==> src/rtl/tsbuf_defines.svh <==
// Constants for the two-bank time stamp capture buffer
`ifndef TSBUF_DEFINES_SVH
`define TSBUF_DEFINES_SVH
// ----------------------------------------
// Command configuration field positions
// ----------------------------------------
`define TSBUF_CFG_CNT_CLR_BIT 7
`define TSBUF_CFG_FLAG_CLR_BIT 4
`define TSBUF_CLEAR_CMD 8'h90
// ----------------------------------------
// Bank addresses and reset values
// ----------------------------------------
`define TSBUF_BANK_FIRST 1'h0
`define TSBUF_BANK_SECOND 1'h1
`define TSBUF_EMPTY_RST 1'h1
`define TSBUF_FULL_RST 1'h0
`define TSBUF_OVW_RST 1'h0
`define TSBUF_CNT_W 6
`define TSBUF_CNT_RST 6'h00
`define TSBUF_CNT_ONE 6'h01
// ----------------------------------------
// Host spacing between trigger commands
// ----------------------------------------
`define TSBUF_TRIG_GAP_MS 5
`endif

==> src/rtl/tsbuf_pkg.sv <==
// Types shared by the time stamp buffer modules
package tsbuf_pkg;
	typedef enum logic {TSBUF_MODE_INHIBIT, TSBUF_MODE_OVERWRITE} tsbuf_mode_t;
	typedef struct packed {
		logic empty;
		logic full;
		logic ovw;
	} tsbuf_status_t;
endpackage

==> src/rtl/tsbuf_mem_if.sv <==
// Write and read port bundle between buffer control and bank storage
`timescale 1ns/100ps
interface tsbuf_mem_if #(parameter int DW = 64, parameter int AW = 1);
	logic wr_en;
	logic [AW-1:0] wr_addr;
	logic [DW-1:0] wr_data;
	logic rd_en;
	logic [AW-1:0] rd_addr;
	logic [DW-1:0] rd_data;
	modport ctrl (output wr_en, wr_addr, wr_data, rd_en, rd_addr, input rd_data);
	modport mem (input wr_en, wr_addr, wr_data, rd_en, rd_addr, output rd_data);
endinterface

==> src/rtl/tsbuf_mem.sv <==
// Bank storage for captured time stamps with registered read data
`timescale 1ns/100ps
module tsbuf_mem #(
	parameter int DW = 64,
	parameter int DEPTH = 2
) (
	input wire logic clk,          // Block clock
	input wire logic rst_n,        // Synchronous reset, active low
	tsbuf_mem_if.mem port_if       // Write and read port
);
	typedef struct packed {
		logic [DEPTH-1:0][DW-1:0] bank;
		logic [DW-1:0] rd;
	} tsbuf_mem_state_t;

	tsbuf_mem_state_t st_ff;
	tsbuf_mem_state_t nxt_st;

	always_comb begin
		nxt_st = st_ff;
		if (port_if.wr_en) begin
			nxt_st.bank[port_if.wr_addr] = port_if.wr_data;
		end
		if (port_if.rd_en) begin
			nxt_st.rd = st_ff.bank[port_if.rd_addr];
		end
	end

	// Bank contents are left undefined by reset; only the read register is cleared
	always_ff @(posedge clk) begin
		st_ff <= nxt_st;
		if (!rst_n) begin
			st_ff.rd <= '0;
		end
	end

	assign port_if.rd_data = st_ff.rd;
endmodule // tsbuf_mem

==> src/rtl/tsbuf_top.sv <==
// Two-bank time stamp capture buffer with status flags and event counters
`timescale 1ns/100ps
`include "tsbuf_defines.svh"
module tsbuf_top #(
	parameter int DW = 64,
	parameter int NIN = 3
) (
	input wire logic REF_CLK,                      // 25 MHz block clock
	input wire logic RST_N,                        // Synchronous reset, active low
	input wire logic CAP_VALID,                    // One-cycle capture strobe
	input wire logic [DW-1:0] CAP_DATA,            // Time stamp to store
	input wire logic [NIN-1:0] CAP_SRC,            // One-hot input that caused the capture
	input wire tsbuf_pkg::tsbuf_mode_t OVW_MODE,   // Overwrite or inhibit when full
	input wire logic [7:0] CMD_CFG,                // Command configuration register value
	input wire logic CMD_TRG_WR,                   // Pulse: host wrote the trigger register
	input wire logic RD_REQ,                       // Pulse: host reads a bank
	input wire logic RD_BANK,                      // 0 selects bank 6, 1 bank 7
	output logic [DW-1:0] RD_DATA,                 // Bank read data
	output logic RD_VALID,                         // Pulse: RD_DATA holds the answer
	output logic BUF_EMPTY,                        // Buffer empty flag
	output logic BUF_FULL,                         // Buffer full flag
	output logic BUF_OVW,                          // Buffer overwrite flag
	output logic IRQ_NOT_EMPTY,                    // Pulse: buffer became not empty
	output logic IRQ_FULL,                         // Pulse: buffer became full
	output logic IRQ_OVW,                          // Pulse: capture arrived while full
	output logic [NIN-1:0][5:0] EVT_COUNT          // Per-input event counters
);
	import tsbuf_pkg::*;

	typedef struct packed {
		tsbuf_status_t stat;
		logic irq_ne;
		logic irq_full;
		logic irq_ovw;
		logic rd_valid;
		logic [NIN-1:0][`TSBUF_CNT_W-1:0] cnt;
	} tsbuf_state_t;

	tsbuf_state_t st_ff;
	tsbuf_state_t nxt_st;
	tsbuf_status_t base;
	logic clr_flags;
	logic clr_cnt;

	tsbuf_mem_if #(.DW(DW), .AW(1)) mem_if ();

	tsbuf_mem #(.DW(DW), .DEPTH(2)) u_mem (
		.clk(REF_CLK),
		.rst_n(RST_N),
		.port_if(mem_if)
	);

	function automatic logic cfg_bit(input logic trg, input logic [7:0] cfg, input int pos);
		cfg_bit = trg & cfg[pos];
	endfunction

	// ----------------------------------------
	// Command trigger decode
	// ----------------------------------------
	assign clr_flags = cfg_bit(CMD_TRG_WR, CMD_CFG, `TSBUF_CFG_FLAG_CLR_BIT);
	assign clr_cnt = cfg_bit(CMD_TRG_WR, CMD_CFG, `TSBUF_CFG_CNT_CLR_BIT);

	// ----------------------------------------
	// Next state
	// ----------------------------------------
	// A capture in the same cycle as a clear is applied after the clear, so it is never lost
	always_comb begin
		nxt_st = st_ff;
		mem_if.wr_en = 1'b0;
		mem_if.wr_addr = `TSBUF_BANK_FIRST;
		mem_if.wr_data = CAP_DATA;
		base = st_ff.stat;
		if (clr_flags) begin
			base = '{empty: `TSBUF_EMPTY_RST, full: `TSBUF_FULL_RST, ovw: `TSBUF_OVW_RST};
		end
		nxt_st.stat = base;
		// Overwrite request repeats on every capture while full, even once the flag is set
		nxt_st.irq_ovw = 1'b0;
		if (CAP_VALID) begin
			if (base.empty) begin
				mem_if.wr_en = 1'b1;
				mem_if.wr_addr = `TSBUF_BANK_FIRST;
				nxt_st.stat.empty = 1'b0;
			end else if (!base.full) begin
				mem_if.wr_en = 1'b1;
				mem_if.wr_addr = `TSBUF_BANK_SECOND;
				nxt_st.stat.full = 1'b1;
			end else begin
				mem_if.wr_en = (OVW_MODE == TSBUF_MODE_OVERWRITE);
				mem_if.wr_addr = `TSBUF_BANK_SECOND;
				nxt_st.stat.ovw = 1'b1;
				nxt_st.irq_ovw = 1'b1;
			end
		end
		nxt_st.irq_ne = base.empty & ~nxt_st.stat.empty;
		nxt_st.irq_full = ~base.full & nxt_st.stat.full;
		for (int i = 0; i < NIN; i++) begin
			if (clr_cnt) begin
				nxt_st.cnt[i] = `TSBUF_CNT_RST;
			end
			if (CAP_VALID && CAP_SRC[i]) begin
				nxt_st.cnt[i] = nxt_st.cnt[i] + `TSBUF_CNT_ONE;
			end
		end
		// Reads only fetch data; flags are deliberately untouched here
		mem_if.rd_en = RD_REQ;
		mem_if.rd_addr = RD_BANK;
		nxt_st.rd_valid = RD_REQ;
	end

	// ----------------------------------------
	// State register
	// ----------------------------------------
	always_ff @(posedge REF_CLK) begin
		if (!RST_N) begin
			st_ff.stat <= '{empty: `TSBUF_EMPTY_RST, full: `TSBUF_FULL_RST, ovw: `TSBUF_OVW_RST};
			st_ff.irq_ne <= 1'b0;
			st_ff.irq_full <= 1'b0;
			st_ff.irq_ovw <= 1'b0;
			st_ff.rd_valid <= 1'b0;
			st_ff.cnt <= '0;
		end else begin
			st_ff <= nxt_st;
		end
	end

	assign BUF_EMPTY = st_ff.stat.empty;
	assign BUF_FULL = st_ff.stat.full;
	assign BUF_OVW = st_ff.stat.ovw;
	assign IRQ_NOT_EMPTY = st_ff.irq_ne;
	assign IRQ_FULL = st_ff.irq_full;
	assign IRQ_OVW = st_ff.irq_ovw;
	assign RD_VALID = st_ff.rd_valid;
	assign RD_DATA = mem_if.rd_data;
	assign EVT_COUNT = st_ff.cnt;
endmodule // tsbuf_top

==> config.mk <==
export PLATFORM = sky130hd
export DESIGN_NAME = tsbuf_top
export DESIGN_NICKNAME = d
export VERILOG_FILES = /design/src/rtl/tsbuf_pkg.sv /design/src/rtl/tsbuf_mem_if.sv /design/src/rtl/tsbuf_mem.sv /design/src/rtl/tsbuf_top.sv
export VERILOG_INCLUDE_DIRS = /design/src /design/src/rtl
export SDC_FILE = /design/constraint.sdc
export NUM_CORES = 1
export LEC_CHECK = 0
export ABC_AREA = 0
export BUFFER_PORTS_ARGS = -buffer_cell sky130_fd_sc_hd__buf_2
export CAP_MARGIN = 25
export CORE_MARGIN = 2
export CORE_UTILIZATION = 59
export DETAILED_ROUTE_END_ITERATION = 12
export PLACE_DENSITY = 0.85
export SYNTH_ARGS = -nofsm -noshare
export SYNTH_HDL_FRONTEND = slang
export SYNTH_SLANG_ARGS = --single-unit
==> constraint.sdc <==
create_clock -name REF_CLK -period 10.9 [get_ports REF_CLK]
set_clock_uncertainty 0.2 [all_clocks]
set_input_delay 2.18 -clock REF_CLK [delete_from_list [all_inputs] [get_ports REF_CLK]]
set_output_delay 2.18 -clock REF_CLK [all_outputs]
set_load 0.03 [all_outputs]
==> flow_summary.ini, run 1 <==
[setup_path]
criticalPathCategory = input port to register
number_of_cell_instances_on_the_worst_register_to_register_path = 3
critPathArrivalTime_ns = 3.82
worstPathMaxFanout = 39
critPathCaptureType = register
ff2ff_setup_slack_ns = 8.61
worstReg2RegStart = BUF_EMPTY
critPathRequiredTime_ns = 10.83
timing.critical_path.from_type = input port
crit-reg2reg-capture = u_mem.st_ff[72]

[sta]
max_slew_margin_pct = 39.4
final-setup-viol-count = 0
hold_viol_final = 0
grt_setup_unrepaired = no
holdWs_ns = 0.270
timing.final.crit_period_ns = 3.89
fin_tns_setup_ns = 0
slew_viol_final = 0
share_of_the_clock_period_used_by_the_worst_path_pct = 35.7
fmax_mhz = 257
timing_worst_slew_pin_value_ns = 0.909

[status]
outcome = finished clean

[cells_and_area]
fill_cells = 965
final_layout_size_suffix_gt1_share_pct = 28.6
antenna-diode-count = 0
final_design_area_no_fill_mm2 = 0.00956
layout.nets = 785
synthToLayoutAreaGrowth_pct = 14.3

[logic_synthesis]
mappedNetlistArea_mm2 = 0.00836
yosys_warnings = 0
synth_ff_type = sky130_fd_sc_hd__edfxtp_1
async_s_r_ff_share_synth_pct = 0
ys_seq_elements = 217
syn_avg_cell_area_um2 = 13.9
synth_fp_nets = 688
synth_cell_types = 29
postSynthCellCount = 603
synth.yosys.seq_area_share_pct = 67.3
synth_edf_count = 128

[floorplanning]
placementRows = 43
dieArea_mm2 = 0.0151
floorplan.initialDensity_pct = 60.2
placeable_area_mm2 = 0.0139
design.portCount = 171
chipWidth_um = 123
die_y_um = 123

[grt]
grt_overflow_total = 0
grt_util_all_layers_pct = 19.6
antenna_found_initial = 0
number_of_global_route_vias_before_repair = 4823
grt_first_pass_wirelength_mm = 23.4
grt_start_max_net_pins = 79

[cts]
ctsHtreeMaxLevel = 1
postCtsResizedCells = 0
cts.clk_slew.worst_paths_ns = 0.05
cts_buffers = 22
clock_tree_root = sky130_fd_sc_hd__clkbuf_16
tritoncts = yes
cts-root-to-sink-buffers = 3
clock_latency_ns = 0.49
clock_sinks = 217
cts-hold-fix-buffers = 0
cts_setup_buffers = 0

[run]
drv_cap = 0

[min_path]
min_from = u_mem.port_if.rd_data[6]
hold_path_end = u_mem.port_if.rd_data[6]
worst_hold_path.num_cells = 1
hold_path.class = register to register

[route]
drc = 0
routed_vias_inst = 5.44
firstDrtPassIters = 4
avgRoutedWirePerCell_um = 17.0
drt_total_wl_mm = 15.3
wirelength_met1_mm = 6.24
routed_wire_length_on_met2_mm = 7.79
vias = 4873
sum_of_met3_wire_segment_lengths_after_detailed_routing_um = 936
final_antenna_net_count = 0
dr_iter_0_viols = 352
route.top_layer_used = met4

[placed_design]
placement.cell_area_mm2 = 0.00887
dp.final_hpwl_mm = 9.42
port_buffers = 164
weighted_congestion_reported_at_the_end_of_routability_driven_placement = 0.803

[pwr]
power.leakage_nw = 4.41
vdd_drop_max_uv = 145
p_per_area_mw_per_mm2 = 188
==> how the worst max path moves through the flow <==
| stage | end | start | cells past startpoint |
|---|---|---|---|
| 2_1_floorplan | u_mem.st_ff[128] | CAP_VALID | 4 |
| 3_3_place_gp | u_mem.st_ff[113] | CAP_VALID | 3 |
| 3_5_place_dp | u_mem.st_ff[112] | CAP_VALID | 3 |
| 4_1_cts | u_mem.st_ff[111] | CAP_VALID | 3 |
| 5_1_grt | u_mem.st_ff[72] | CAP_VALID | 3 |
| 6_report | u_mem.st_ff[72] | CAP_VALID | 3 |
==> synth_stat cells (3+ instances only) <==
library cell	count	area share, %
sky130_fd_sc_hd__inv_1	4	0.18
sky130_fd_sc_hd__dfxtp_1	89	21
sky130_fd_sc_hd__buf_2	6	0.36
sky130_fd_sc_hd__o21a_1	3	0.27
sky130_fd_sc_hd__xnor2_1	3	0.31
sky130_fd_sc_hd__nand2_1	76	3.4
sky130_fd_sc_hd__nor2_1	4	0.18
sky130_fd_sc_hd__or3_1	9	0.67
sky130_fd_sc_hd__ha_1	3	0.45
sky130_fd_sc_hd__and3_1	3	0.22
sky130_fd_sc_hd__a21boi_0	3	0.27
sky130_fd_sc_hd__and2_1	8	0.60
sky130_fd_sc_hd__clkbuf_1	11	0.49
sky130_fd_sc_hd__mux2i_1	64	7.7
sky130_fd_sc_hd__nand4_1	3	0.22
sky130_fd_sc_hd__edfxtp_1	128	46
sky130_fd_sc_hd__o211a_1	64	7.7
sky130_fd_sc_hd__buf_4	71	6.4
sky130_fd_sc_hd__a21boi_1	3	0.27
sky130_fd_sc_hd__o21ai_0	10	0.60
sky130_fd_sc_hd__nand3_1	11	0.66
sky130_fd_sc_hd__buf_1	7	0.31
sky130_fd_sc_hd__a21oi_1	14	0.84
==> state kept, by name (all words and copies together) (netlist names) <==
register and cells:
u_mem.st_ff 128, u_mem.port_if.rd_data 64, EVT_COUNT 18, BUF_EMPTY 1, BUF_FULL 1, BUF_OVW 1, IRQ_FULL 1, IRQ_NOT_EMPTY 1
IRQ_OVW 1, RD_VALID 1
==> logic make-up after synthesis <==
group / synth area share (%)
DFF: 67.3
and+or+nand+nor: 6.43
buffers and inverters: 7.86
AOI/OAI and AO/OA: 10.0
muxes: 7.66
xor gates and xnor gates: 0.314
adders and majority gates: 0.449
==> cells in the final DEF (no fill, tap or decap), types with 2 or more instances in the layout <==
cell type / Yosys / layout
sky130_fd_sc_hd__buf_2: 6 / 162
sky130_fd_sc_hd__edfxtp_1: 128 / 128
sky130_fd_sc_hd__dfxtp_1: 89 / 89
sky130_fd_sc_hd__nand2_1: 76 / 76
sky130_fd_sc_hd__mux2i_1: 64 / 64
sky130_fd_sc_hd__o211a_1: 64 / 64
sky130_fd_sc_hd__clkbuf_16: 0 / 23
sky130_fd_sc_hd__a21oi_1: 14 / 13
sky130_fd_sc_hd__nand3_1: 11 / 11
sky130_fd_sc_hd__o21ai_0: 10 / 10
sky130_fd_sc_hd__or3_1: 9 / 9
sky130_fd_sc_hd__and2_1: 8 / 8
sky130_fd_sc_hd__clkinv_2: 0 / 6
sky130_fd_sc_hd__clkbuf_1: 11 / 6
sky130_fd_sc_hd__buf_4: 71 / 5
sky130_fd_sc_hd__inv_1: 4 / 4
sky130_fd_sc_hd__nor2_1: 4 / 4
sky130_fd_sc_hd__a21boi_1: 3 / 3
sky130_fd_sc_hd__nand4_1: 3 / 3
sky130_fd_sc_hd__and3_1: 3 / 3
sky130_fd_sc_hd__o21a_1: 3 / 3
sky130_fd_sc_hd__a21boi_0: 3 / 3
sky130_fd_sc_hd__xnor2_1: 3 / 3
sky130_fd_sc_hd__ha_1: 3 / 3
sky130_fd_sc_hd__clkinv_1: 0 / 2
sky130_fd_sc_hd__buf_16: 0 / 2
==> worst max-delay path, cell delays in order <==
cell	delay [ns]
sky130_fd_sc_hd__buf_2	0.25
sky130_fd_sc_hd__nor2b_4	0.76
sky130_fd_sc_hd__buf_4	0.60
==> layout make-up <==
cell class              instances  area, um^2  share of cell area (%)
clock buffers                  30         612                    6.40
well taps                     180         225                    2.36
repair buffers                169         903                    9.45
flip-flops and latches        217        5630                    58.9
clock inverters                10        76.3                   0.799
multi-input cells             286        2100                    22.0
inverters                       4        15.0                   0.157
==> through the flow <==
stage                     setup WS, ns  util [%]  instances  power [mW]
after floorplan                   4.55         -        603        1.07
after global placement            6.50      63.5        854        1.09
after detailed placement          6.44      63.9        856        1.10
after CTS                         6.96      68.8        896        1.81
after global routing              6.87      68.8        896        1.86
final                             7.01      68.8        896        1.80
==> power breakdown <==
part	switching [mW]	internal, mW	total, mW
sequential	0.0159	0.915	0.931
clock	0.293	0.418	0.710
combinational	0.102	0.0537	0.156
==> layer usage <==
metal	GRT usage [%]	up-vias
met5	0	-
met4	6.39	0
met3	4.20	25
met2	35.2	150
met1	23.4	2367
li1	-	2331
No activity file was read; power rests on OpenSTA's default activity.
==> inputs of run 2 (changes only) <==
--- a/config.mk
+++ b/config.mk
@@ -10,9 +10,9 @@
 export BUFFER_PORTS_ARGS = -buffer_cell sky130_fd_sc_hd__buf_2
 export CAP_MARGIN = 25
 export CORE_MARGIN = 2
-export CORE_UTILIZATION = 59
+export CORE_UTILIZATION = 49
 export DETAILED_ROUTE_END_ITERATION = 12
-export PLACE_DENSITY = 0.85
+export PLACE_DENSITY = 0.75
 export SYNTH_ARGS = -nofsm -noshare
 export SYNTH_HDL_FRONTEND = slang
 export SYNTH_SLANG_ARGS = --single-unit
==> constraint.sdc (replaced) <==
create_clock -name REF_CLK -period 3.45 [get_ports REF_CLK]
set_clock_uncertainty 0.2 [all_clocks]
set_input_delay 0.69 -clock REF_CLK [delete_from_list [all_inputs] [get_ports REF_CLK]]
set_output_delay 0.69 -clock REF_CLK [all_outputs]
set_load 0.03 [all_outputs]
==> run 2 against run 1 <==
Sequential power increased to 3.2 times the previous value. Die area up 20%. Non-clock buffer count grew 3. Count of clock-buffer cells in the layout decreased by 2. Combinational power rose to 3.2 times the previous value. Sequential cell count unchanged. Clock power grew to 3.1 times the previous value. Critical path depth decreased by 2. First-iteration DRC count is 26% lower. Sequential share of layout area down 0.37 points. Register-to-register slack lost 6.9 ns. Utilization down 11 points. Largest power group unchanged. Highest routed layer unchanged.
==> flow_summary.ini, run 2 (synthesized netlist as in run 1, its figures left out) <==
[status]
outcome = finished clean

[floorplanning]
chipWidth_um = 135
placementRows = 47
dieArea_mm2 = 0.0181
floorplan.initialDensity_pct = 50.2
die_y_um = 135
design.portCount = 171
placeable_area_mm2 = 0.0166

[cells_and_area]
largest_register_ff_count = 128
layout.nets = 788
layout_common_cells = sky130_fd_sc_hd__buf_2, sky130_fd_sc_hd__edfxtp_1, sky130_fd_sc_hd__dfxtp_1
multiInputGateArea_mm2 = 0.00210
fill_cells = 1332
final_design_area_no_fill_mm2 = 0.00962
sequential_cell_area_mm2 = 0.00563
antenna-diode-count = 0
final_layout_size_suffix_gt1_share_pct = 28.8
regMostFlops = u_mem.st_ff
synthToLayoutAreaGrowth_pct = 15.0
layout.cells.most_common = sky130_fd_sc_hd__buf_2

[grt]
number_of_global_route_vias_before_repair = 4958
groute.layer.met1.usage_pct = 20.4
grt_overflow_total = 0
antenna_found_initial = 0
grt_first_pass_wirelength_mm = 24.4
grtUsageMet2_pct = 29.8
grt_util_all_layers_pct = 16.7
layer_carrying_the_most_global_route_usage = met2
grtUsageMet3_pct = 3.42
grt_start_max_net_pins = 96

[route]
dr_iter_0_viols = 262
routed_vias_inst = 5.15
drc = 0
vias = 4832
drt_total_wl_mm = 15.1
avgRoutedWirePerCell_um = 16.1
final_antenna_net_count = 0
firstDrtPassIters = 4

[min_path]
hold_path.class = input port to register
min_from = CAP_DATA[11]

[sta]
final-setup-viol-count = 0
grt_setup_unrepaired = no
fin_tns_setup_ns = 0
fmax_mhz = 486
max_slew_margin_pct = 62.3
hold_viol_final = 0
post-route-worst-setup-slack_ns = 1.39
holdWs_ns = 0.186
timing_worst_slew_pin_value_ns = 0.566
slew_viol_final = 0
share_of_the_clock_period_used_by_the_worst_path_pct = 59.7
timing.final.crit_period_ns = 2.06

[setup_path]
critPathRequiredTime_ns = 2.56
critPathCaptureType = output port
critPathArrivalTime_ns = 1.17
crit_path_top_delay_cell = sky130_fd_sc_hd__dfxtp_1
critPathMaxStageDelay_ns = 0.44
worstReg2RegStart = BUF_EMPTY
worstPathMaxFanout = 6
timing.critical_path.from_type = register
crit_path_cell_trace = buf_2
cp.buffers_inverters = 1
criticalPathCategory = register to output port
path_delay_family = flip-flops
crit_path_start = BUF_FULL

[cts]
postCtsResizedCells = 0
cts_buffers = 22
ctsHtreeMaxLevel = 1
tritoncts = yes
cts.clk_slew.worst_paths_ns = 0.06
cts-hold-fix-buffers = 0
cts-root-to-sink-buffers = 3
clock_sinks = 217
clock_latency_ns = 0.49
cts_setup_buffers = 0
clock_tree_root = sky130_fd_sc_hd__clkbuf_16

[pwr]
power.leakage_nw = 4.41
power.internal_mw = 4.35
power.sequential.fraction_pct = 52.1
switchingPower_mw = 1.29
power.total_mw = 5.64
power.combinational.fraction_pct = 8.7
power_frac_clock_pct = 39.2
p_per_area_mw_per_mm2 = 587
vdd_drop_max_uv = 429
sw_frac_of_total_pct = 22.8

[placed_design]
port_buffers = 164
dp.final_hpwl_mm = 9.69
weighted_congestion_reported_at_the_end_of_routability_driven_placement = 0.731
place_ws_ns = 1.08
placement.cell_area_mm2 = 0.00894

[run]
drv_cap = 0
## run 2: layout make-up
| type | count | share of cell area, % |
|---|---|---|
| sequential | 217 | 58.5 |
| timing repair buffer | 172 | 9.60 |
| tap | 220 | 2.86 |
| clock inverter | 12 | 0.872 |
| clock buffer | 28 | 6.18 |
| multi-input combinational | 286 | 21.8 |
| inverter | 4 | 0.156 |
## run 2: metrics by stage
stage / std cells / utilization, %
after global routing: 939 / 57.8
after CTS: 939 / 57.8
after detailed placement: 899 / 53.7
after global placement: 899 / 53.7
after floorplan: 603 / -
final: 939 / 57.8
## run 2: metal layers
metal  vias to the layer above  wire [um]
li1                       2330          -
met1                      2339       6330
met2                       140       7650
met3                        23        862
met4                         0        294
met5                         -          0
## run 2: worst paths after layout
kind | cells after the start | endpoint | slack, ns
hold reg to reg | 1 | u_mem.port_if.rd_data[9] | 0.27
hold / removal | 1 | u_mem.st_ff[75] | 0.19
setup reg to reg | 4 | u_mem.st_ff[150] | 1.69
setup / recovery | 1 | BUF_FULL | 1.39
## run 2: power groups by stage
stage | Clock (mW) | Combinational, mW | Sequential (mW)
finish | 2.21 | 0.493 | 2.94
global route | 2.38 | 0.535 | 2.95
CTS | 2.27 | 0.501 | 2.94
detailed placement | 0 | 0.498 | 3.00
global placement | 0 | 0.486 | 2.99
floorplan | 0 | 0.389 | 3.00
